### src/design/hbu_pkg.sv
// Shared constants for the hardware breakpoint unit: register map, field
// positions, reset values, mode encodings and bus response codes.
// Assumes a 32-bit AXI4-Lite register bus and a 16-bit CPU address/data bus.
package hbu_pkg;

    ////////////////////////////////////////////////////////////////////////////
    // Register indices; the byte address is four times the index.
    localparam logic [7:0] IDX_CTL0 = 8'h20;
    localparam logic [7:0] IDX_CTL1 = 8'h21;
    localparam logic [7:0] IDX_ADDR_HI = 8'h22;
    localparam logic [7:0] IDX_ADDR_LO = 8'h23;
    localparam logic [7:0] IDX_DATA_HI = 8'h24;
    localparam logic [7:0] IDX_DATA_LO = 8'h25;
    localparam logic [7:0] IDX_STATUS = 8'h26;

    ////////////////////////////////////////////////////////////////////////////
    // Control register zero fields.
    localparam int CTL0_MODE_HI = 7;
    localparam int CTL0_MODE_LO = 6;
    localparam int CTL0_PROG_ONLY = 5;
    localparam int CTL0_BYTE_SIZE = 2;
    localparam int CTL0_SECOND_ALE = 1;
    localparam int CTL0_FIRST_ALE = 0;
    localparam logic [7:0] CTL0_WMASK = 8'he7;

    // Control register one fields; bit 7 always reads zero.
    localparam int CTL1_SECOND_CMP = 6;
    localparam int CTL1_DATA_HMASK = 5;
    localparam int CTL1_DATA_LMASK = 4;
    localparam int CTL1_SECOND_DIRE = 3;
    localparam int CTL1_SECOND_DIRV = 2;
    localparam int CTL1_FIRST_DIRE = 1;
    localparam int CTL1_FIRST_DIRV = 0;
    localparam logic [7:0] CTL1_WMASK = 8'h7f;

    // Status register fields.
    localparam int STAT_FIRST_HIT = 0;
    localparam int STAT_SECOND_HIT = 1;
    localparam int STAT_DEBUG_ACT = 2;

    // Reset values.
    localparam logic [7:0] CTL0_RESET = 8'h00;
    localparam logic [7:0] CTL1_RESET = 8'h00;
    localparam logic [7:0] CMP_RESET = 8'h00;

    ////////////////////////////////////////////////////////////////////////////
    // Breakpoint mode encodings.
    localparam logic [1:0] MODE_OFF = 2'h0;
    localparam logic [1:0] MODE_INT_DUAL = 2'h1;
    localparam logic [1:0] MODE_DBG_FULL = 2'h2;
    localparam logic [1:0] MODE_DBG_DUAL = 2'h3;

    // AXI response codes.
    localparam logic [1:0] RESP_OKAY = 2'h0;
    localparam logic [1:0] RESP_DECERR = 2'h3;

endpackage : hbu_pkg

### src/design/hbu_cmp_if.sv
// Carrier between the register block and the comparator: configuration and
// bus sample toward the comparator, raw hit terms back.
// Assumes both ends run on the same clock; all signals are combinational.
interface hbu_cmp_if;
    logic [1:0] mode;
    logic first_ale;
    logic second_ale;
    logic byte_size;
    logic [7:0] ctl1;
    logic [15:0] bp_addr;
    logic [15:0] bp_data;
    logic [15:0] bus_addr;
    logic [15:0] bus_data;
    logic bus_read;
    logic first_hit;
    logic second_hit;

    modport ctl (
        output mode, first_ale, second_ale, byte_size, ctl1,
        output bp_addr, bp_data, bus_addr, bus_data, bus_read,
        input first_hit, second_hit
    );
    modport cmp (
        input mode, first_ale, second_ale, byte_size, ctl1,
        input bp_addr, bp_data, bus_addr, bus_data, bus_read,
        output first_hit, second_hit
    );
endinterface : hbu_cmp_if

### src/design/hbu_match.sv
// Address and data comparator of the breakpoint unit; purely combinational.
// Assumes the caller qualifies hits by bus cycle, fetch and debug state.
module hbu_match
    import hbu_pkg::*;
(
    hbu_cmp_if.cmp c
);

    ////////////////////////////////////////////////////////////////////////////
    // Byte compare that can be masked out.
    function automatic logic byte_ok(input logic use_it, input logic [7:0] a,
                                     input logic [7:0] b);
        byte_ok = !use_it || (a == b);
    endfunction : byte_ok

    // Direction qualifier: value 0 matches writes, 1 matches reads.
    function automatic logic dir_ok(input logic en, input logic val,
                                    input logic rd);
        dir_ok = !en || (val == rd);
    endfunction : dir_ok

    ////////////////////////////////////////////////////////////////////////////
    // Mode decode.
    wire sw_dual = (c.mode == MODE_INT_DUAL);
    wire full_mode = (c.mode == MODE_DBG_FULL);
    wire dual_mode = sw_dual || (c.mode == MODE_DBG_DUAL);

    // Direction checks are dropped in the software-interrupt mode.
    wire first_dir = sw_dual || dir_ok(c.ctl1[CTL1_FIRST_DIRE],
        c.ctl1[CTL1_FIRST_DIRV], c.bus_read);
    wire second_dir = sw_dual || dir_ok(c.ctl1[CTL1_SECOND_DIRE],
        c.ctl1[CTL1_SECOND_DIRV], c.bus_read);

    // First breakpoint: high byte always, low byte only when enabled.
    wire first_addr = byte_ok(1'b1, c.bus_addr[15:8], c.bp_addr[15:8]) &&
        byte_ok(c.first_ale, c.bus_addr[7:0], c.bp_addr[7:0]);

    // Second address breakpoint uses the data pair against the address bus.
    wire second_addr = byte_ok(1'b1, c.bus_addr[15:8], c.bp_data[15:8]) &&
        byte_ok(c.second_ale, c.bus_addr[7:0], c.bp_data[7:0]);

    // Data compare in full mode, with byte masks; byte size keeps low byte.
    wire dcmp = c.ctl1[CTL1_SECOND_CMP];
    wire hi_use = !c.ctl1[CTL1_DATA_HMASK] && !c.byte_size;
    wire lo_use = !c.ctl1[CTL1_DATA_LMASK];
    wire data_ok = !dcmp || (byte_ok(hi_use, c.bus_data[15:8], c.bp_data[15:8]) &&
        byte_ok(lo_use, c.bus_data[7:0], c.bp_data[7:0]));

    // Hit terms: full mode folds data into the first hit.
    assign c.first_hit = first_addr && first_dir && (!full_mode || data_ok);
    assign c.second_hit = dual_mode && dcmp && second_addr && second_dir;

endmodule : hbu_match

### src/design/hbu_top.sv
// Hardware breakpoint unit: AXI4-Lite register slave plus breakpoint decision.
// Assumes CPU bus inputs synchronous to aclk, one sample per cycle while
// cpu_valid is high, and a core that acts on the one-cycle request pulses.
//
// Register access over AXI4-Lite is this design's own decision.

//////////////////////////////////////////////////////////////////////////////
// Behaviour
// - Mode field 00 off, 01 dual software interrupt, 10 full debug, 11 dual debug.
// - No breakpoint matches while background debug mode is active.
// - Only dual software-interrupt mode raises interrupts, always as tagged fetch breaks.
// - Dual software-interrupt mode ignores all direction enable and value bits.
// - In dual modes the data-compare enable enables the second address breakpoint.
// - Byte size select does nothing in either dual mode.
// - Debug entry is requested only while the debug logic permits it.
// - Dual debug breakpoints use program-only, own range and own direction bits.
// - Full mode compares address pair to address bus, data pair to data.
// - Program-only clear breaks at boundary; set tags executed opcode fetches only.
// - Program-only bit is ignored in dual software-interrupt mode.
// - First low-address enable picks 8-bit or full 16-bit address compare.
// - Second low-address enable picks 8-bit or 16-bit compare in dual modes.
// - Data-compare enable clear keeps the data pair out of every compare.
// - High mask bit drops data bits 15:8 from full-mode compare.
// - Debug entry is not blocked by the debug monitor enable bit.
// - Control register one reads and writes always, bit 7 zero, resets zero.
// - Low mask bit drops data bits 7:0 from full-mode compare.
// - Direction enable set: value 0 matches writes, 1 matches reads.
module hbu_top
    import hbu_pkg::*;
#(
    parameter int ADDR_W = 12
) (
    input wire logic aclk,
    input wire logic aresetn,
    // AXI4-Lite write address channel.
    input wire logic [ADDR_W-1:0] s_axi_awaddr,
    input wire logic s_axi_awvalid,
    output logic s_axi_awready,
    // AXI4-Lite write data channel.
    input wire logic [31:0] s_axi_wdata,
    input wire logic [3:0] s_axi_wstrb,
    input wire logic s_axi_wvalid,
    output logic s_axi_wready,
    // AXI4-Lite write response channel.
    output logic [1:0] s_axi_bresp,
    output logic s_axi_bvalid,
    input wire logic s_axi_bready,
    // AXI4-Lite read address channel.
    input wire logic [ADDR_W-1:0] s_axi_araddr,
    input wire logic s_axi_arvalid,
    output logic s_axi_arready,
    // AXI4-Lite read data channel.
    output logic [31:0] s_axi_rdata,
    output logic [1:0] s_axi_rresp,
    output logic s_axi_rvalid,
    input wire logic s_axi_rready,
    // CPU core bus sample.
    input wire logic cpu_valid,
    input wire logic [15:0] cpu_addr,
    input wire logic [15:0] cpu_data,
    input wire logic cpu_read,
    input wire logic cpu_fetch,
    // Background debug logic.
    input wire logic debug_active,
    input wire logic debug_permit,
    // Break requests toward the core.
    output logic tag_req,
    output logic tag_int,
    output logic debug_break
);

    ////////////////////////////////////////////////////////////////////////////
    // Elaboration check: the map needs byte addresses up to 0x9b.
    if (ADDR_W < 8 || ADDR_W > 32) begin : g_bad_width
        $error("hbu_top: ADDR_W must lie between 8 and 32");
    end

    ////////////////////////////////////////////////////////////////////////////
    // Register state.
    logic [7:0] ctl0_r;
    logic [7:0] ctl1_r;
    logic [7:0] addr_hi_r;
    logic [7:0] addr_lo_r;
    logic [7:0] data_hi_r;
    logic [7:0] data_lo_r;
    logic [1:0] hit_r;
    logic [1:0] hit_nxt;

    // Write channel state.
    logic aw_held_r;
    logic [ADDR_W-1:0] aw_addr_r;
    logic w_held_r;
    logic [31:0] w_data_r;
    logic w_strb_r;
    logic awready_r;
    logic wready_r;
    logic bvalid_r;
    logic [1:0] bresp_r;

    // Read channel state.
    logic arready_r;
    logic rvalid_r;
    logic [31:0] rdata_r;
    logic [1:0] rresp_r;

    // Break request flops.
    logic tag_req_r;
    logic tag_int_r;
    logic debug_break_r;

    ////////////////////////////////////////////////////////////////////////////
    // Word index of a byte address; the low two bits are dropped.
    function automatic logic [7:0] word_idx(input logic [ADDR_W-1:0] a);
        logic [31:0] wide;
        wide = 32'h0;
        wide[ADDR_W-1:0] = a;
        word_idx = (wide[31:10] == 22'h0) ? wide[9:2] : 8'hff;
    endfunction : word_idx

    // True when an index names a mapped register.
    function automatic logic mapped(input logic [7:0] idx);
        mapped = (idx >= IDX_CTL0) && (idx <= IDX_STATUS);
    endfunction : mapped

    ////////////////////////////////////////////////////////////////////////////
    // Write handshake decode: address and data may arrive in either order.
    wire aw_take = s_axi_awvalid && awready_r;
    wire w_take = s_axi_wvalid && wready_r;
    wire aw_have = aw_held_r || aw_take;
    wire w_have = w_held_r || w_take;
    wire do_wr = aw_have && w_have;
    wire [ADDR_W-1:0] wr_addr = aw_held_r ? aw_addr_r : s_axi_awaddr;
    wire [31:0] wr_data = w_held_r ? w_data_r : s_axi_wdata;
    wire wr_strb = w_held_r ? w_strb_r : s_axi_wstrb[0];
    wire [7:0] wr_idx = word_idx(wr_addr);
    wire wr_en = do_wr && wr_strb;
    wire [7:0] wb = wr_data[7:0];
    wire b_done = bvalid_r && s_axi_bready;
    wire bvalid_nxt = do_wr || (bvalid_r && !s_axi_bready);
    wire aw_held_nxt = aw_have && !do_wr;
    wire w_held_nxt = w_have && !do_wr;

    // Individual register write strobes.
    wire wr_ctl0 = wr_en && (wr_idx == IDX_CTL0);
    wire wr_ctl1 = wr_en && (wr_idx == IDX_CTL1);
    wire wr_ahi = wr_en && (wr_idx == IDX_ADDR_HI);
    wire wr_alo = wr_en && (wr_idx == IDX_ADDR_LO);
    wire wr_dhi = wr_en && (wr_idx == IDX_DATA_HI);
    wire wr_dlo = wr_en && (wr_idx == IDX_DATA_LO);
    wire wr_stat = wr_en && (wr_idx == IDX_STATUS);

    ////////////////////////////////////////////////////////////////////////////
    // Read decode.
    wire ar_take = s_axi_arvalid && arready_r;
    wire r_done = rvalid_r && s_axi_rready;
    wire [7:0] rd_idx = word_idx(s_axi_araddr);
    wire [7:0] stat_val = {5'h0, debug_active, hit_r};
    wire [7:0] rd_byte =
        (rd_idx == IDX_CTL0) ? ctl0_r :
        (rd_idx == IDX_CTL1) ? ctl1_r :
        (rd_idx == IDX_ADDR_HI) ? addr_hi_r :
        (rd_idx == IDX_ADDR_LO) ? addr_lo_r :
        (rd_idx == IDX_DATA_HI) ? data_hi_r :
        (rd_idx == IDX_DATA_LO) ? data_lo_r :
        (rd_idx == IDX_STATUS) ? stat_val : 8'h00;
    wire [1:0] rd_resp = mapped(rd_idx) ? RESP_OKAY : RESP_DECERR;
    wire [1:0] wr_resp = mapped(wr_idx) ? RESP_OKAY : RESP_DECERR;

    ////////////////////////////////////////////////////////////////////////////
    // Comparator hookup.
    hbu_cmp_if cif ();

    assign cif.mode = ctl0_r[CTL0_MODE_HI:CTL0_MODE_LO];
    assign cif.first_ale = ctl0_r[CTL0_FIRST_ALE];
    assign cif.second_ale = ctl0_r[CTL0_SECOND_ALE];
    assign cif.byte_size = ctl0_r[CTL0_BYTE_SIZE];
    assign cif.ctl1 = ctl1_r;
    assign cif.bp_addr = {addr_hi_r, addr_lo_r};
    assign cif.bp_data = {data_hi_r, data_lo_r};
    assign cif.bus_addr = cpu_addr;
    assign cif.bus_data = cpu_data;
    assign cif.bus_read = cpu_read;

    hbu_match u_match (
        .c(cif.cmp)
    );

    ////////////////////////////////////////////////////////////////////////////
    // Break decision.
    wire [1:0] mode = ctl0_r[CTL0_MODE_HI:CTL0_MODE_LO];
    wire sw_dual = (mode == MODE_INT_DUAL);
    wire brk_on = (mode != MODE_OFF);
    // Software-interrupt mode always works on tagged program fetches.
    wire prog_eff = sw_dual || ctl0_r[CTL0_PROG_ONLY];
    wire fetch_ok = !prog_eff || cpu_fetch;
    wire any_hit = cif.first_hit || cif.second_hit;
    wire live = cpu_valid && brk_on && !debug_active && fetch_ok;
    wire fire = live && any_hit;
    // Debug entry waits on the permit only; the monitor enable is not checked.
    wire dbg_ok = !sw_dual && debug_permit;
    wire tag_nxt = fire && prog_eff && (sw_dual || dbg_ok);
    wire int_nxt = fire && sw_dual;
    wire dbrk_nxt = fire && !prog_eff && dbg_ok;

    // Sticky hit flags; a new hit wins over a clear in the same cycle.
    always_comb begin
        hit_nxt = hit_r;
        if (wr_stat) begin
            hit_nxt = hit_r & ~wb[1:0];
        end
        if (live && cif.first_hit) begin
            hit_nxt[STAT_FIRST_HIT] = 1'b1;
        end
        if (live && cif.second_hit) begin
            hit_nxt[STAT_SECOND_HIT] = 1'b1;
        end
    end

    ////////////////////////////////////////////////////////////////////////////
    // Control registers.
    always_ff @(posedge aclk) begin
        if (!aresetn) begin
            ctl0_r <= CTL0_RESET;
            ctl1_r <= CTL1_RESET;
        end else begin
            if (wr_ctl0) begin
                ctl0_r <= wb & CTL0_WMASK;
            end
            if (wr_ctl1) begin
                ctl1_r <= wb & CTL1_WMASK;
            end
        end
    end

    // Compare registers and hit flags.
    always_ff @(posedge aclk) begin
        if (!aresetn) begin
            addr_hi_r <= CMP_RESET;
            addr_lo_r <= CMP_RESET;
            data_hi_r <= CMP_RESET;
            data_lo_r <= CMP_RESET;
            hit_r <= 2'h0;
        end else begin
            addr_hi_r <= wr_ahi ? wb : addr_hi_r;
            addr_lo_r <= wr_alo ? wb : addr_lo_r;
            data_hi_r <= wr_dhi ? wb : data_hi_r;
            data_lo_r <= wr_dlo ? wb : data_lo_r;
            hit_r <= hit_nxt;
        end
    end

    ////////////////////////////////////////////////////////////////////////////
    // Write address and data holding.
    always_ff @(posedge aclk) begin
        if (!aresetn) begin
            aw_held_r <= 1'b0;
            w_held_r <= 1'b0;
            aw_addr_r <= '0;
            w_data_r <= 32'h0;
            w_strb_r <= 1'b0;
        end else begin
            aw_held_r <= aw_held_nxt;
            w_held_r <= w_held_nxt;
            aw_addr_r <= aw_take ? s_axi_awaddr : aw_addr_r;
            w_data_r <= w_take ? s_axi_wdata : w_data_r;
            w_strb_r <= w_take ? s_axi_wstrb[0] : w_strb_r;
        end
    end

    // Write ready and response; readies drop while a response is pending.
    always_ff @(posedge aclk) begin
        if (!aresetn) begin
            awready_r <= 1'b0;
            wready_r <= 1'b0;
            bvalid_r <= 1'b0;
            bresp_r <= RESP_OKAY;
        end else begin
            awready_r <= !aw_held_nxt && !bvalid_nxt;
            wready_r <= !w_held_nxt && !bvalid_nxt;
            bvalid_r <= bvalid_nxt;
            if (do_wr) begin
                bresp_r <= wr_resp;
            end else if (b_done) begin
                bresp_r <= RESP_OKAY;
            end
        end
    end

    ////////////////////////////////////////////////////////////////////////////
    // Read channel: one read in flight, data a cycle after the address.
    always_ff @(posedge aclk) begin
        if (!aresetn) begin
            arready_r <= 1'b0;
            rvalid_r <= 1'b0;
            rdata_r <= 32'h0;
            rresp_r <= RESP_OKAY;
        end else begin
            if (ar_take) begin
                arready_r <= 1'b0;
                rvalid_r <= 1'b1;
                rdata_r <= {24'h0, rd_byte};
                rresp_r <= rd_resp;
            end else if (r_done) begin
                arready_r <= 1'b1;
                rvalid_r <= 1'b0;
            end else begin
                arready_r <= !rvalid_r;
            end
        end
    end

    ////////////////////////////////////////////////////////////////////////////
    // Break request pulses, one cycle after the matching bus sample.
    always_ff @(posedge aclk) begin
        if (!aresetn) begin
            tag_req_r <= 1'b0;
            tag_int_r <= 1'b0;
            debug_break_r <= 1'b0;
        end else begin
            tag_req_r <= tag_nxt;
            tag_int_r <= int_nxt;
            debug_break_r <= dbrk_nxt;
        end
    end

    ////////////////////////////////////////////////////////////////////////////
    // Outputs straight from flops.
    assign s_axi_awready = awready_r;
    assign s_axi_wready = wready_r;
    assign s_axi_bvalid = bvalid_r;
    assign s_axi_bresp = bresp_r;
    assign s_axi_arready = arready_r;
    assign s_axi_rvalid = rvalid_r;
    assign s_axi_rdata = rdata_r;
    assign s_axi_rresp = rresp_r;
    assign tag_req = tag_req_r;
    assign tag_int = tag_int_r;
    assign debug_break = debug_break_r;

endmodule : hbu_top

### config.mk
export PLATFORM = sky130hd
export DESIGN_NAME = hbu_top
export DESIGN_NICKNAME = d
export VERILOG_FILES = /design/src/design/hbu_pkg.sv /design/src/design/hbu_cmp_if.sv /design/src/design/hbu_match.sv /design/src/design/hbu_top.sv
export SDC_FILE = /design/constraint.sdc
export NUM_CORES = 1
export LEC_CHECK = 0
export BUFFER_PORTS_ARGS = -buffer_cell sky130_fd_sc_hd__buf_2
export CAP_MARGIN = 20
export CORE_ASPECT_RATIO = 1.5
export CORE_MARGIN = 4
export CORE_UTILIZATION = 37
export CTS_CLUSTER_DIAMETER = 120
export DETAILED_ROUTE_END_ITERATION = 8
export GPL_TIMING_DRIVEN = 0
export PLACE_DENSITY = 0.7
export SLEW_MARGIN = 30
export SYNTH_ARGS = -nofsm -noshare
export SYNTH_HDL_FRONTEND = slang
export SYNTH_SLANG_ARGS = --single-unit
export TNS_END_PERCENT = 1
### constraint.sdc
create_clock -name aclk -period 2 [get_ports aclk]
set_input_delay 0.2 -clock aclk [delete_from_list [all_inputs] [get_ports aclk]]
set_output_delay 0.2 -clock aclk [all_outputs]
set_load 0.01 [all_outputs]
== Word level (Yosys, flattened, before mapping) ==
Index checks and enable logic that the tools add are counted.

* Bits in registers: 90
* Input bits: 104
* Output and inout bits: 44
* Logic and storage cells: 164

* $lt $le $gt $ge: 4
* Equality and inequality tests: 25
* Muxes and demuxes: 22
* Bitwise operators: 3
* Reductions and logical operators: 86

{| class="wikitable"
|+ Operators by type and width
! kind !! number
|-
| 8-bit by 6-bit equality test with 1-bit output, second input constant || 14
|-
| 8-bit 2-to-1 mux || 9
|-
| 8-bit equality test || 6
|-
| 1-bit logical AND || 42
|-
| 1-bit logical NOT || 18
|-
| 1-bit logical OR || 18
|-
| 8-bit by 6-bit >= comparator with 1-bit output, second input constant || 2
|-
| 8-bit by 6-bit <= comparator with 1-bit output, second input constant || 2
|-
| 12-bit 2-to-1 mux || 1
|-
| 2-bit 2-to-1 mux || 5
|-
| 2-bit nonzero test || 5
|-
| 1-bit 2-to-1 mux || 6
|-
| 2-bit equality test, second input constant || 2
|-
| 2-bit logical NOT || 2
|-
| 3-bit 2-to-1 mux || 1
|-
| 2-bit bitwise AND || 1
|-
| 1-bit equality test || 2
|-
| 2-bit by 1-bit equality test with 1-bit output, second input constant || 1
|-
| 2-bit NOT || 1
|-
| 2-bit OR reduction || 1
|-
| 1-bit NOT || 1
|}

== Depth between registers and ports, before layout ==
Gate-level depths: netlist (run 1).

* Depth after elaboration: 12
* Gate-level depth with buffers: 8

== By module ==
Synthesis (run 1) repeated with hierarchy kept, for this count alone.

* Cell total of the unflattened synthesis: 563
* Area, all modules: 4722.0 um2

{| class="wikitable"
|+ Modules (own cells, without submodules)
! module !! instances !! cells each !! area each (um2) !! sequential area each (um2)
|-
| hbu_top || 1 || 490 || 4115.2 || 1721.7
|-
| hbu_match || 1 || 73 || 606.8 || 0.0
|}

== Least setup slack after synthesis (run 1) ==
Ideal clock, no wire load.

* Kind: reg2reg
* From: reg aw_held_r
* To: reg addr_lo_r[6]
* Arrival: 1844 ps
* Data required time: 1884 ps
* Slack: 40 ps
* Cell stages (with the launch flop): 9
* Path buffers: 2
* Clock period less this slack: 1960 ps
* Path through: dfxtp_1 -> buf_4 -> or3b_4 -> nor3_4 -> o21ai_2 -> nor3_4 -> buf_6 -> nand2_1 -> o211a_1

* Longest elaborated chain between the ends: 5
* Elaborated cells on any way between the ends: 8
* Classes of those cells: eq/ne (1); mux (2); reduce/logical (5)

{| class="wikitable"
|+ RTL lines
! what !! RTL line !! source
|-
| start: declaration || hbu_top.sv:90 || <nowiki>logic aw_held_r;</nowiki>
|-
| start signal: assignment || hbu_top.sv:262 || <nowiki>aw_held_r <= aw_held_nxt;</nowiki>
|-
| 12-bit 2-to-1 mux || hbu_top.sv:132 || <nowiki>wire [ADDR_W-1:0] wr_addr = aw_held_r ? aw_addr_r : s_axi_awaddr;</nowiki>
|-
| 2-bit logical NOT || hbu_top.sv:117 || <nowiki>word_idx = (wide[31:10] == 22'h0) ? wide[9:2] : 8'hff;</nowiki>
|-
| 8-bit 2-to-1 mux || hbu_top.sv:117 ||
|-
| 8-bit by 6-bit equality test with 1-bit output || hbu_top.sv:147 || <nowiki>wire wr_alo = wr_en && (wr_idx == IDX_ADDR_LO);</nowiki>
|-
| 1-bit logical AND * || hbu_top.sv:147 ||
|-
| end signal: assignment || hbu_top.sv:245 || <nowiki>addr_lo_r <= wr_alo ? wb : addr_lo_r;</nowiki>
|-
| end: declaration || hbu_top.sv:83 || <nowiki>logic [7:0] addr_lo_r;</nowiki>
|}

Every way passes the cells marked *; elsewhere a longest branch is shown, timed or not.
A chain may end at the register's enable or synchronous reset.

== Final worst setup path (run 1) ==
* From: reg aw_addr_r[8]
* To: reg addr_hi_r[4]

* Longest elaborated chain between the ends: 4

{| class="wikitable"
|+ RTL lines
! what !! RTL line !! source
|-
| start: declaration || hbu_top.sv:91 || <nowiki>logic [ADDR_W-1:0] aw_addr_r;</nowiki>
|-
| start signal: assignment || hbu_top.sv:264 || <nowiki>aw_addr_r <= aw_take ? s_axi_awaddr : aw_addr_r;</nowiki>
|-
| 12-bit 2-to-1 mux || hbu_top.sv:132 ||
|-
| 8-bit 2-to-1 mux || hbu_top.sv:117 ||
|-
| 8-bit by 6-bit equality test with 1-bit output || hbu_top.sv:146 || <nowiki>wire wr_ahi = wr_en && (wr_idx == IDX_ADDR_HI);</nowiki>
|-
| 1-bit logical AND || hbu_top.sv:146 ||
|-
| end signal: assignment || hbu_top.sv:244 || <nowiki>addr_hi_r <= wr_ahi ? wb : addr_hi_r;</nowiki>
|-
| end: declaration || hbu_top.sv:82 || <nowiki>logic [7:0] addr_hi_r;</nowiki>
|}

Every way passes these cells.

==> results of run 1 <==
## worst max-delay path: stages (launching register included)
cell,delay (ns)
sky130_fd_sc_hd__dfxtp_2,0.32
sky130_fd_sc_hd__or4b_4,0.54
sky130_fd_sc_hd__nor3_4,0.16
sky130_fd_sc_hd__buf_4,0.15
sky130_fd_sc_hd__o21ai_4,0.09
sky130_fd_sc_hd__nor3_4,0.33
sky130_fd_sc_hd__buf_6,0.18
sky130_fd_sc_hd__nand2_2,0.06
sky130_fd_sc_hd__o211a_1,0.15
## cell usage in the layout, fill, tap and decap left out, types with 5 or more instances in the layout
| cell | n |
|---|---|
| sky130_fd_sc_hd__nand4_1 | 6 |
| sky130_fd_sc_hd__clkbuf_1 | 16 |
| sky130_fd_sc_hd__nor3_1 | 7 |
| sky130_fd_sc_hd__nand2b_1 | 5 |
| sky130_fd_sc_hd__xnor2_1 | 21 |
| sky130_fd_sc_hd__o21ai_0 | 9 |
| sky130_fd_sc_hd__buf_4 | 46 |
| sky130_fd_sc_hd__and2_1 | 7 |
| sky130_fd_sc_hd__nand2_1 | 83 |
| sky130_fd_sc_hd__o211a_1 | 23 |
| sky130_fd_sc_hd__buf_6 | 7 |
| sky130_fd_sc_hd__a21oi_1 | 36 |
| sky130_fd_sc_hd__nor2b_1 | 8 |
| sky130_fd_sc_hd__nor2_1 | 31 |
| sky130_fd_sc_hd__o21ai_1 | 12 |
| sky130_fd_sc_hd__dfxtp_1 | 82 |
| sky130_fd_sc_hd__inv_1 | 5 |
| sky130_fd_sc_hd__a211oi_1 | 13 |
| sky130_fd_sc_hd__nand3_1 | 10 |
| sky130_fd_sc_hd__mux2i_2 | 9 |
| sky130_fd_sc_hd__clkbuf_16 | 9 |
| sky130_fd_sc_hd__nand3b_1 | 5 |
| sky130_fd_sc_hd__xor2_1 | 29 |
| sky130_fd_sc_hd__conb_1 | 24 |
| sky130_fd_sc_hd__nor4_1 | 6 |
| sky130_fd_sc_hd__buf_2 | 93 |
## final timing paths
check                        startpoint                         end  cells after the start
max           aw_addr_r[8]$_SDFFE_PN0P_   addr_hi_r[4]$_SDFFE_PN0P_                      8
max reg2reg   aw_addr_r[8]$_SDFFE_PN0P_   addr_hi_r[4]$_SDFFE_PN0P_                      8
min reg2reg  aw_addr_r[10]$_SDFFE_PN0P_  aw_addr_r[10]$_SDFFE_PN0P_                      2
min                     s_axi_awaddr[4]   aw_addr_r[4]$_SDFFE_PN0P_                      3
## stage by stage
| step | setup TNS, ns | cell area [sq um] | setup slack, ns |
|---|---|---|---|
| 2_1_floorplan | 0 | 4740 | 0.0402 |
| 3_3_place_gp | -5.45 | 5390 | -0.305 |
| 3_5_place_dp | -6.00 | 5390 | -0.279 |
| 4_1_cts | -1.94 | 5900 | -0.113 |
| 5_1_grt | -4.46 | 5990 | -0.160 |
| 6_report | -1.40 | 5990 | -0.0891 |
## final cells by class
cell class / instances / share of cell area
plain buffers: 51 / 0.0553
multi-input cells: 422 / 0.467
repair buffers: 113 / 0.104
inverters: 5 / 0.00313
clock buffers: 9 / 0.0376
clock inverters: 7 / 0.0123
well taps: 153 / 0.0319
flip-flops and latches: 86 / 0.288
## per-layer routing
metal | up-vias | GRT usage | part of all wire
li1 | 2172 | - | -
met1 | 2130 | 0.244 | 0.37
met2 | 248 | 0.366 | 0.49
met3 | 58 | 0.0484 | 0.079
met4 | 0 | 0.121 | 0.057
met5 | - | 0 | 0
## power groups by stage
stage	Combinational [W]	Sequential, W	Clock (W)
floorplan	0.000307	0.00181	0
global placement	0.000511	0.00180	0
detailed placement	0.000521	0.00181	0
CTS	0.000549	0.00177	0.00171
global route	0.000615	0.00178	0.00180
finish	0.000574	0.00177	0.00169
## sequential cells by signal (all words and copies together), names as in the netlist, 2 cells and up
signal       count
addr_hi_r        8
addr_lo_r        8
aw_addr_r       10
cif.ctl1         7
ctl0_r           6
data_hi_r        8
data_lo_r        8
hit_r            2
s_axi_rdata      8
w_data_r         8
## logic make-up (layout without fill, tap and decap cells)
group | Yosys count | after routing | share of synthesized area
AO/OA/AOI/OAI | 134 | 134 | 0.208
XOR/XNOR | 50 | 50 | 0.0941
buffers and inverters | 57 | 185 | 0.0739
flip-flops | 86 | 86 | 0.370
multiplexers | 14 | 14 | 0.0307
other | 1 | 24 | 0.000806
AND/OR/NAND/NOR | 200 | 200 | 0.223
## timing repair
action / 4_1_cts / 5_1_grt
buffers inserted: 12 / 8
setup endpoints to repair: 47 / 42
gates resized for setup: 31 / 9
gates cloned: 2 / 0
pin swaps: 14 / 13
hold endpoints to repair: 0 / 0
==> results by stage, run 1 <==
Floorplanning:
- The full die area is 14,500 sq um.
- The starting density of the core is 0.383.
- After floorplanning, the core was divided into 49 placement rows.
- From bottom edge to top edge, the die measures 145 um.
- The total area inside the core boundary comes to 12,100 sq um.
- The top-level I/O count is 148.
- The floorplan step set the die width to 99.6 um.

Logic synthesis:
- The synthesized design spends more area on one cell type than any other, namely sky130_fd_sc_hd__dfxtp_1.
- Counting flops and latches in the post-synthesis netlist gives 86.
- Dividing the synthesized area by the synthesized cell count gives 8.59 sq um.
- By instance count, the leading cell after synthesis is sky130_fd_sc_hd__nand2_1.
- After technology mapping, the gate count stands at 542.
- By count the netlist is led by sky130_fd_sc_hd__nand2_1 (87), sky130_fd_sc_hd__dfxtp_1 (86), sky130_fd_sc_hd__a21oi_1 (38), sky130_fd_sc_hd__nor2_1 (31), sky130_fd_sc_hd__xor2_1 (29).
- The share of the Yosys chip area taken by registers is 0.370.
- For this run, the number of Yosys warnings is 0.
- After synthesis, the netlist uses 68 different library cells.
- The top-area cell type share of the netlist area is 0.370.
- Counting flops with a built-in enable in the synthesized netlist gives 0.
- For this run, asynchronously set or reset flops after synthesis account for 0.
- The most used flip-flop cell after synthesis is sky130_fd_sc_hd__dfxtp_1.
- After synthesis, the cell types taking the most area are sky130_fd_sc_hd__dfxtp_1 (37%), sky130_fd_sc_hd__nand2_1 (7.0%), sky130_fd_sc_hd__xor2_1 (5.5%).
- After synthesis the cells add up to 4650 sq um.

Routing:
- The sum of routed wire length over all layers is 15,900 um.
- The pre-antenna-repair detailed-routing pass consisted of 5 iterations.
- The post-detailed-route DRC marker count is 0.
- In the routed layout, each cell is associated on average with a via count of 5.45.
- After detailed routing, the average wire length per cell comes to 18.8 um.
- The routed layout has 4,608 vias.
- The number of DRC markers in iteration 0 is 320.
- The post-detailed-route count of antenna-violating nets is 0.

Clock tree:
- The number of sinks driven by the clock tree is 86.
- The buffer depth of the longest clock path is 2.
- In this run, post-CTS hold repair placed 0 buffers.
- Clock latency on the worst-skew pair, taken at its later pin, is 0.35 ns.
- TritonCTS built the clock tree.
- Counting the buffers created by CTS gives 9.
- The maximum level of the CTS H-tree is 3.
- The tree is rooted in a sky130_fd_sc_hd__clkbuf_16.
- Clock-pin slew was measured on the worst setup and hold paths at 0.07 ns.

Status:
- The run finished, with violations left.
- The final reports fail on negative setup slack.

Worst setup path:
- The top fanout value on the critical path is 5.
- For the worst setup path, the data required time is 2.24 ns.
- The critical path capture point type is a flip-flop.
- The flop-to-flop setup slack is -0.09 ns.
- The signal arrival time at the worst endpoint is 2.33 ns.
- The setup path with the least slack is of type flip-flop to flip-flop.
- The kind of launch point of the worst setup path is a flip-flop.

STA:
- Setup repair after global routing could not meet its margin everywhere.
- Clock skew on the completed layout was measured at 0.00930 ns.
- The shortest clock period the worst path allows after layout is 2.09 ns.
- The number of hold violations in the final report came to 0.
- The maximum achievable frequency is 0.479 GHz.
- The relative max-transition margin is 0.491.
- The worst-margin pin slew is 0.749 ns.
- In the finished design, the share of the clock period the worst path needs comes to 1.04.
- The worst-case setup margin in the final layout is -0.0891 ns.
- The final-report setup violation count is 29.
- The final number of max-transition violations was 0.
- Hold timing on the final database bottoms out at a slack of 0.102 ns.

Finish:
- At the end of the flow, the number of nets in the layout was 792.
- The multi-input combinational cells in the finished layout cover a total of 2800 sq um.
- The repair_antennas step left the layout with diodes totalling 0.
- The area growth from synthesis to layout is 28.8%.
- The utilization after layout is 0.494.
- Leaving out filler cells and counting taps, the final layout contains 846.
- In the final layout, the share of cells above drive strength 1 is 0.299.
- The area taken by flip-flops and latches is 1730 sq um.
- The number of inserted filler cells in the final layout is 1,166.

Worst hold path:
- The tightest min-delay check is of the input pin to flip-flop type.

GRT:
- Entering global routing, the biggest net connects 16 pins.
- The initial antenna violation count is 0.
- The first global-routing pass estimated 23,800 um of wire.
- The total overflow left after global routing is 0.
- Across every metal layer, demand over resource in global routing totals 0.215.
- The via count of the first global-routing pass is 4,526.

Power:
- In this run the power density over the cells is 674 nW/um^2.
- IR analysis of the VDD net gives a maximum drop of 0.484 mV.
- The sequential power share is 0.439.
- Of the total power, the share spent switching nets is 0.270.
- The leakage power is 2.74 nW.
- Of the total power, the clock network draws 0.419.
- The switching power summed over all nets is 0.00109 W.
- Summing internal, switching and leakage power gives 0.00404 W.
- The share of total power dissipated in combinational logic is 0.142.
- The cell internal power dissipation is 0.00295 W.

Place:
- The count of buffers added on input and output ports is 91.
- The half-perimeter wire length after placement is 12,000 um.
- The congestion estimate from routability-driven global placement came to 0.930.
- Including well taps, the total number of placed cells is 809.

Job:
- The number of max-cap violations is 0.
(Power assumes the default switching activity.)
==> run 2: changes to the inputs <==
Settings changed: CORE_MARGIN 4 to 2, CTS_BUF_LIST from default to sky130_fd_sc_hd__clkbuf_8.
==> results by stage, run 2 (synthesized netlist as in run 1, its figures left out) <==
Clock tree:
- The worst-skew pair later-pin latency is 0.37 ns (was 0.35 ns).
- The number of buffers inserted for hold repair after clock tree synthesis is 0 (unchanged).
- The maximum level of the CTS H-tree is 3 (unchanged).
- The clock tree root driver cell is sky130_fd_sc_hd__clkbuf_8 (was sky130_fd_sc_hd__clkbuf_16).
- The number of buffers added by the clock tree synthesis step came to 9 (unchanged).
- The clock transition at the registers of the reported paths was 0.09 ns (was 0.07 ns).
- The TritonCTS clock tree is done (unchanged).
- The buffer depth of the longest clock path came to 2 (unchanged).
- The number of sinks driven by the clock tree is 86 (unchanged).

Worst hold path:
- The end of the worst hold path was aw_addr_r[4]$_SDFFE_PN0P_ (unchanged).
- The type of the tightest min-delay check is input pin to flip-flop (unchanged).
- The number of cells on the worst hold path was 3 (unchanged).
- The startpoint of the lowest-slack hold path is s_axi_awaddr[4] (unchanged).

Finish:
- The layout net count is 786 (was 792).
- Most frequent cells in the layout: sky130_fd_sc_hd__buf_2 (94), sky130_fd_sc_hd__nand2_1 (85), sky130_fd_sc_hd__dfxtp_1 (81) (was sky130_fd_sc_hd__buf_2 (93), sky130_fd_sc_hd__nand2_1 (83), sky130_fd_sc_hd__dfxtp_1 (82)).
- The area of all placed cells without fillers is 5850 sq um (was 5990 sq um).
- The fraction of final layout cells sized beyond drive strength 1 is 0.284 (was 0.299).
- The number of diodes was 0 (unchanged).
- The top register by number of flip-flops is aw_addr_r (unchanged).
- The flip-flop count of the largest register after layout is 10 (unchanged).
- The most common cell after layout, fill and taps aside is sky130_fd_sc_hd__buf_2 (unchanged).
- The area growth from synthesis to layout is 25.8% (was 28.8%).

GRT:
- The total global-route track usage is 0.227 (was 0.215).
- The via count of the first global-routing pass is 4,308 (was 4,526).
- The pin count of the biggest net entering global routing is 15 (was 16).
- The total global routing overflow is 0 (unchanged).
- The initial antenna violation count is 0 (unchanged).
- The first-pass GRT wire length is 23,000 um (was 23,800 um).

Routing:
- The sum of routed wire length over all layers is 15,400 um (was 15,900 um).
- The number of DRC markers in iteration 0 is 338 (was 320).
- The mean routed wirelength per cell is 18.3 um (was 18.8 um).
- The total vias in the final route is 4,592 (was 4,608).
- The routed via count divided by cell count was 5.45 (about the same).
- The post-detailed-route DRC marker count was 0 (unchanged).
- The length of the first detailed-routing pass in iterations was 5 (unchanged).
- The post-detailed-route count of antenna-violating nets is 0 (unchanged).

Floorplanning:
- The starting density of the core is 0.376 (was 0.383).
- The full die area came to 13,500 sq um (was 14,500 sq um).
- The placeable core region came to 12,400 sq um (was 12,100 sq um).
- The horizontal extent of the die is 95.6 um (was 99.6 um).
- The cell row count is 50 (was 49).
- The top-level I/O count is 148 (unchanged).
- The height of the die came to 141 um (was 145 um).

Worst setup path:
- The number of cells traversed by the worst register-to-register path is 8 (unchanged).
- The origin of the critical flop-to-flop path is aw_held_r$_SDFF_PN0_ (was aw_addr_r[8]$_SDFFE_PN0P_).
- The category of the most critical setup path is flip-flop to flip-flop (unchanged).
- The top fanout value on the critical path is 8 (was 5).
- The data required time of the critical path is 2.27 ns (was 2.24 ns).
- The kind of launch point of the worst setup path is a flip-flop (unchanged).
- The signal arrival time at the worst endpoint is 2.37 ns (was 2.33 ns).
- The critical path capture point type is a flip-flop (unchanged).
- The endpoint of the lowest-slack register-to-register path is data_hi_r[5]$_SDFFE_PN0P_ (was addr_hi_r[4]$_SDFFE_PN0P_).
- The flop-to-flop setup slack was -0.1 ns (was -0.09 ns).

Place:
- The post-detailed-placement cell area is 5390 sq um (unchanged).
- The final RePlAce weighted congestion is 0.906 (was 0.930).
- The half-perimeter wire length after placement was 11,800 um (was 12,000 um).
- The count of port buffers added during placement was 91 (unchanged).
- The pre-CTS worst setup slack is -0.447 ns (was -0.279 ns).

STA:
- The relative max-transition margin was 0.452 (was 0.491).
- Setup repair after global routing missed its margin: true (unchanged).
- The worst clock skew is 0.00973 ns (was 0.00930 ns).
- The shortest clock period the worst path allows after layout came to 2.10 ns (was 2.09 ns).
- The worst hold slack after final layout is 0.0797 ns (was 0.102 ns).
- The worst-margin pin slew came to 0.798 ns (was 0.749 ns).
- The final-report setup violation count is 19 (was 29).
- The maximum achievable frequency is 0.476 GHz (was 0.479 GHz).
- The worst-case setup margin in the final layout was -0.0987 ns (was -0.0891 ns).
- The portion of the clock cycle consumed by the worst path in the final layout was 1.05 (was 1.04).
- The number of hold violations in the final report was 0 (unchanged).
- The final number of max-transition violations came to 0 (unchanged).

Status:
- Violated checks: negative setup slack (unchanged).
- Result of the run: complete, but fails checks (unchanged).

Job:
- The number of max-cap violations came to 0 (unchanged).

Power:
- The total power density per cell area is 643 nW/um^2 (was 674 nW/um^2).
- The peak supply drop is 0.364 mV (was 0.484 mV).
- The leakage power is 2.66 nW (was 2.74 nW).
## run 2: worst max-delay path: stages (launching register included)
cell                        delay, ns
sky130_fd_sc_hd__dfxtp_4         0.39
sky130_fd_sc_hd__or3_4           0.41
sky130_fd_sc_hd__nor3_4          0.29
sky130_fd_sc_hd__buf_4           0.19
sky130_fd_sc_hd__o2111ai_4       0.22
sky130_fd_sc_hd__buf_6           0.20
sky130_fd_sc_hd__nand2_1         0.05
sky130_fd_sc_hd__o21ai_1         0.07
sky130_fd_sc_hd__and2_1          0.18
## run 2: metrics by stage
stage | total power, W | utilization | std cells | TNS [ns]
after floorplan | 0.00212 | - | 565 | 0
after global placement | 0.00231 | 0.435 | 812 | -4.72
after detailed placement | 0.00232 | 0.435 | 812 | -7.66
after CTS | 0.00377 | 0.468 | 838 | -1.71
after global routing | 0.00391 | 0.473 | 843 | -4.16
final | 0.00376 | 0.473 | 843 | -0.950
## run 2: layout make-up
class | count | area (sq um)
Multi-Input combinational cell | 422 | 2770
Clock inverter | 5 | 81.3
Clock buffer | 11 | 151
Inverter | 5 | 18.8
Buffer | 51 | 335
Sequential cell | 86 | 1730
Tap cell | 156 | 195
Timing Repair Buffer | 107 | 574
Fill cell | 1194 | 6530
## run 2: power breakdown
part / internal (W) / switching, W / leakage (nW)
Clock: 0.000772 / 0.000662 / 0.116
Combinational: 0.000226 / 0.000334 / 1.85
Sequential: 0.00175 / 0.0000259 / 0.699
Total: 0.00274 / 0.00102 / 2.66
## run 2: timing repair
item | in CTS | in global routing
hold endpoints to repair | 0 | 0
pin swaps | 11 | 7
gates cloned | 1 | 1
endpoints found under the setup margin | 44 | 40
setup buffers | 10 | 4
resized for setup | 25 | 8
## run 2: worst max-delay path by stage
stage | from | endpoint | slack [ns] | depth (start not counted)
global route | aw_held_r$_SDFF_PN0_ | data_hi_r[5]$_SDFFE_PN0P_ | -0.18 | 8
floorplan | aw_held_r$_SDFF_PN0_ | addr_lo_r[6]$_SDFFE_PN0P_ | 0.04 | 8
CTS | aw_addr_r[9]$_SDFFE_PN0P_ | addr_hi_r[2]$_SDFFE_PN0P_ | -0.12 | 7
global placement | aw_held_r$_SDFF_PN0_ | data_hi_r[6]$_SDFFE_PN0P_ | -0.29 | 8
detailed placement | aw_held_r$_SDFF_PN0_ | data_hi_r[5]$_SDFFE_PN0P_ | -0.45 | 8
finish | aw_held_r$_SDFF_PN0_ | data_hi_r[5]$_SDFFE_PN0P_ | -0.1 | 8
## run 2: routing by layer
layer  part of all wire  up-vias  global-route usage
met5                  0        -                   0
met2               0.48      273               0.384
li1                   -     2151                   -
met4              0.067        0               0.143
met3              0.079       67              0.0473
met1               0.37     2101               0.255
==> run 3: changes to the inputs <==
Settings changed: ABC_AREA from default to 1.
==> results by stage, run 3 <==
Worst hold path:
- The type of the tightest min-delay check is input pin to flip-flop (unchanged).

Routing:
- The routed via count divided by cell count came to 4.89 (was 5.45).
- The post-detailed-route DRC marker count is 0 (unchanged).
- The length of the first detailed-routing pass in iterations was 5 (unchanged).
- The sum of routed wire length over all layers is 14,600 um (was 15,400 um).
- The mean routed wirelength per cell is 14.2 um (was 18.3 um).
- The post-detailed-route count of antenna-violating nets was 0 (unchanged).
- The number of DRC markers in iteration 0 is 218 (was 338).
- The total vias in the final route came to 5,015 (was 4,592).

Finish:
- The flip-flop count of the largest register after layout came to 10 (unchanged).
- The area growth from synthesis to layout is 19.7% (was 25.8%).
- The utilization after layout is 0.452 (was 0.473).
- The layout net count came to 965 (was 786).
- The number of diodes is 0 (unchanged).
- The area taken by flip-flops and latches is 1720 sq um (was 1730 sq um).
- The number of inserted filler cells in the final layout came to 1,426 (was 1,194).
- The fraction of final layout cells sized beyond drive strength 1 is 0.218 (was 0.284).
- The number of standard cells in the final layout excluding fillers is 1,025 (was 843).
- Most frequent cells in the layout: sky130_fd_sc_hd__nor2_1 (142), sky130_fd_sc_hd__nand2_1 (130), sky130_fd_sc_hd__buf_2 (95) (was sky130_fd_sc_hd__buf_2 (94), sky130_fd_sc_hd__nand2_1 (85), sky130_fd_sc_hd__dfxtp_1 (81)).
- The most common cell after layout, fill and taps aside is sky130_fd_sc_hd__nor2_1 (was sky130_fd_sc_hd__buf_2).
- The area of combinational cells with multiple inputs is 2720 sq um (was 2770 sq um).
- The top register by number of flip-flops was aw_addr_r (unchanged).

Worst setup path:
- The critical path capture point type was a flip-flop (unchanged).
- The data required time of the critical path came to 2.27 ns (about the same).
- The top fanout value on the critical path is 10 (was 8).
- The worst-path cell with the longest stage delay is sky130_fd_sc_hd__dfxtp_2 (was sky130_fd_sc_hd__or3_4).
- The delay of the slowest cell on the worst path is 0.34 ns (was 0.41 ns).
- The category of the most critical setup path is flip-flop to flip-flop (unchanged).
- The signal arrival time at the worst endpoint came to 2.17 ns (was 2.37 ns).
- Worst path cell trace: buf_6 > o21ai_2 > inv_1 > nor3_2 > nand2_1 > buf_2 > o21ai_0 > a21oi_1 (was or3_4 > nor3_4 > buf_4 > o2111ai_4 > buf_6 > nand2_1 > o21ai_1 > and2_1).
- The kind of launch point of the worst setup path is a flip-flop (unchanged).

Power:
- The leakage power is 2.56 nW (was 2.66 nW).
- The total power density per cell area is 617 nW/um^2 (was 643 nW/um^2).
- The peak supply drop is 0.312 mV (was 0.364 mV).
- The total power of the final layout was 0.00361 W (was 0.00376 W).

Logic synthesis:
- The dominant register cell in the synthesized netlist is sky130_fd_sc_hd__dfxtp_1 (unchanged).
- The top-area cell type share of the netlist area is 0.352 (was 0.370).
- The register bit count reported by yosys is 86 (unchanged).
- Cell types with the highest counts after synthesis: sky130_fd_sc_hd__nor2_1 (144), sky130_fd_sc_hd__nand2_1 (131), sky130_fd_sc_hd__dfxtp_1 (86), sky130_fd_sc_hd__o21ai_0 (66), sky130_fd_sc_hd__inv_1 (63) (was sky130_fd_sc_hd__nand2_1 (87), sky130_fd_sc_hd__dfxtp_1 (86), sky130_fd_sc_hd__a21oi_1 (38), sky130_fd_sc_hd__nor2_1 (31), sky130_fd_sc_hd__xor2_1 (29)).
- The portion of the post-synthesis area used by sequential elements is 0.352 (was 0.370).
- The cell area after synthesis is 4890 sq um (was 4650 sq um).
- The count of unique library cells instantiated by Yosys is 41 (was 68).
- Top cells by area in the synthesized netlist: sky130_fd_sc_hd__dfxtp_1 (35%), sky130_fd_sc_hd__nor2_1 (11%), sky130_fd_sc_hd__nand2_1 (10%) (was sky130_fd_sc_hd__dfxtp_1 (37%), sky130_fd_sc_hd__nand2_1 (7.0%), sky130_fd_sc_hd__xor2_1 (5.5%)).
- The warning count from the yosys run is 0 (unchanged).
- The XOR/XNOR share of the synthesized area is 0.0591 (was 0.0941).
- The number of enable-type register cells in the synthesized netlist came to 0 (unchanged).
- The post-synthesis share of cell area spent on full adders, half adders and majority gates is 0 (unchanged).
- The biggest area consumer among synthesized cells is sky130_fd_sc_hd__dfxtp_1 (unchanged).
- The most common cell in the netlist is sky130_fd_sc_hd__nor2_1 (was sky130_fd_sc_hd__nand2_1).
- The multiplexer share of the synthesized area is 0 (was 0.0307).
- The fraction of registers with async set or reset after synthesis is 0 (unchanged).
- The cell count after synthesis is 735 (was 542).
- The synthesized area per cell is 6.65 sq um (was 8.59 sq um).
- The dominant combinational cell family by area after synthesis is simple AND/OR/NAND/NOR gates (unchanged).
- The synthesized-area fraction occupied by and/or/nand/nor cells is 0.334 (was 0.223).
- The synthesized-area fraction occupied by ao, oa, aoi and oai cells came to 0.140 (was 0.208).

Clock tree:
- The clock transition at the registers of the reported paths is 0.10 ns (was 0.09 ns).
- The clock tree root driver cell was sky130_fd_sc_hd__clkbuf_8 (unchanged).
- The buffer depth of the longest clock path was 2 (unchanged).
- The number of buffers added by the clock tree synthesis step is 9 (unchanged).
- The worst-skew pair later-pin latency is 0.38 ns (was 0.37 ns).
- The number of sinks driven by the clock tree is 86 (unchanged).
- The maximum level of the CTS H-tree is 3 (unchanged).
- The TritonCTS clock tree is done (unchanged).

STA:
- The total negative slack is 0 ns (was -0.950 ns).
- The relative max-transition margin was 0.551 (was 0.452).
- The shortest clock period the worst path allows after layout is 1.90 ns (was 2.10 ns).
- The maximum achievable frequency is 0.526 GHz (was 0.476 GHz).
- The portion of the clock cycle consumed by the worst path in the final layout is 0.950 (was 1.05).
- The final-report setup violation count was 0 (was 19).
- The final number of max-transition violations is 0 (unchanged).
- The worst-margin pin slew is 0.668 ns (was 0.798 ns).
- The worst hold slack after final layout is 0.0798 ns (was 0.0797 ns).
- Setup repair after global routing missed its margin: true (unchanged).
- The number of hold violations in the final report came to 0 (unchanged).
- The worst clock skew was 0.0195 ns (was 0.00973 ns).

Floorplanning:
- The starting density of the core came to 0.378 (was 0.376).
- The cell row count was 51 (was 50).
- The top-level I/O count is 148 (unchanged).
- The height of the die came to 145 um (was 141 um).
- The placeable core region came to 13,000 sq um (was 12,400 sq um).
- The horizontal extent of the die came to 97.9 um (was 95.6 um).
- The full die area is 14,200 sq um (was 13,500 sq um).

Status:
- Result of the run: finished clean (was complete, but fails checks).

Place:
- The half-perimeter wire length after placement is 11,700 um (was 11,800 um).
- The cell count after placement is 1,008 (was 812).
- The count of port buffers added during placement is 91 (unchanged).
- The final RePlAce weighted congestion is 0.987 (was 0.906).

GRT:
- The pin count of the biggest net entering global routing is 16 (was 15).
- The total global routing overflow is 0 (unchanged).
- The initial antenna violation count is 0 (unchanged).
- The total global-route track usage is 0.208 (was 0.227).
- The first-pass GRT wire length was 22,900 um (was 23,000 um).
- The via count of the first global-routing pass came to 4,667 (was 4,308).

Job:
- The number of max-cap violations came to 0 (unchanged).
[run 3: repair_timing]
action                                 CTS  global route
buffers inserted                         1             0
hold buffers                             0             0
pin swaps                                1             1
resized for setup                        0             9
endpoints found under the hold margin    0             0
setup endpoints to repair                4            17
[run 3: per-layer routing]
layer	part of all wire	GRT usage	vias up
li1	-	-	2561
met2	0.50	0.379	191
met1	0.38	0.219	2216
met4	0.061	0.137	0
met3	0.058	0.0379	47
met5	0	0	-
[run 3: final timing paths]
path                                                  start  depth (start not counted)  slack (ns)                           to
worst max-delay path                   aw_held_r$_SDFF_PN0_                          8        0.10    data_lo_r[6]$_SDFFE_PN0P_
worst min-delay path                        s_axi_awaddr[4]                          3        0.08    aw_addr_r[4]$_SDFFE_PN0P_
worst max register to register         aw_held_r$_SDFF_PN0_                          8        0.10    data_lo_r[6]$_SDFFE_PN0P_
worst min register to register  s_axi_rdata[4]$_SDFFE_PN0P_                          2        0.47  s_axi_rdata[4]$_SDFFE_PN0P_
[run 3: logic make-up after synthesis]
logic type | Yosys count
flops | 86
other cells | 1
compound gates | 128
buf+inv | 115
xor+xnor | 33
simple gates | 372
[run 3: final cells by class]
class                      instances  share of cell area
sequential                        86               0.294
inverter                          70              0.0453
multi-input combinational        557               0.464
timing repair buffer              92              0.0791
clock buffer                       9              0.0212
clock inverter                     7              0.0124
buffer                            45              0.0496
tap                              159              0.0340
[run 3: critical path: cells and delay by family (launching register included)]
family	cells	cell delay, ns
flip-flops	1	0.34
buffers and inverters	3	0.48
AND/OR/NAND/NOR	2	0.41
AO/OA/AOI/OAI	3	0.58
[run 3: per-stage QoR]
| step | setup WS, ns | area, sq um |
|---|---|---|
| floorplan | 0.307 | 4980 |
| global placement | -0.0407 | 5630 |
| detailed placement | -0.0635 | 5630 |
| CTS | 0.0862 | 5840 |
| global route | -0.0177 | 5850 |
| finish | 0.101 | 5850 |
[run 3: power by group]
group          leakage (nW)  internal, W  switching (W)
sequential            0.698      0.00176      0.0000229
combinational          1.77     0.000217       0.000341
clock                0.0960     0.000582       0.000692
total                  2.56      0.00256        0.00106
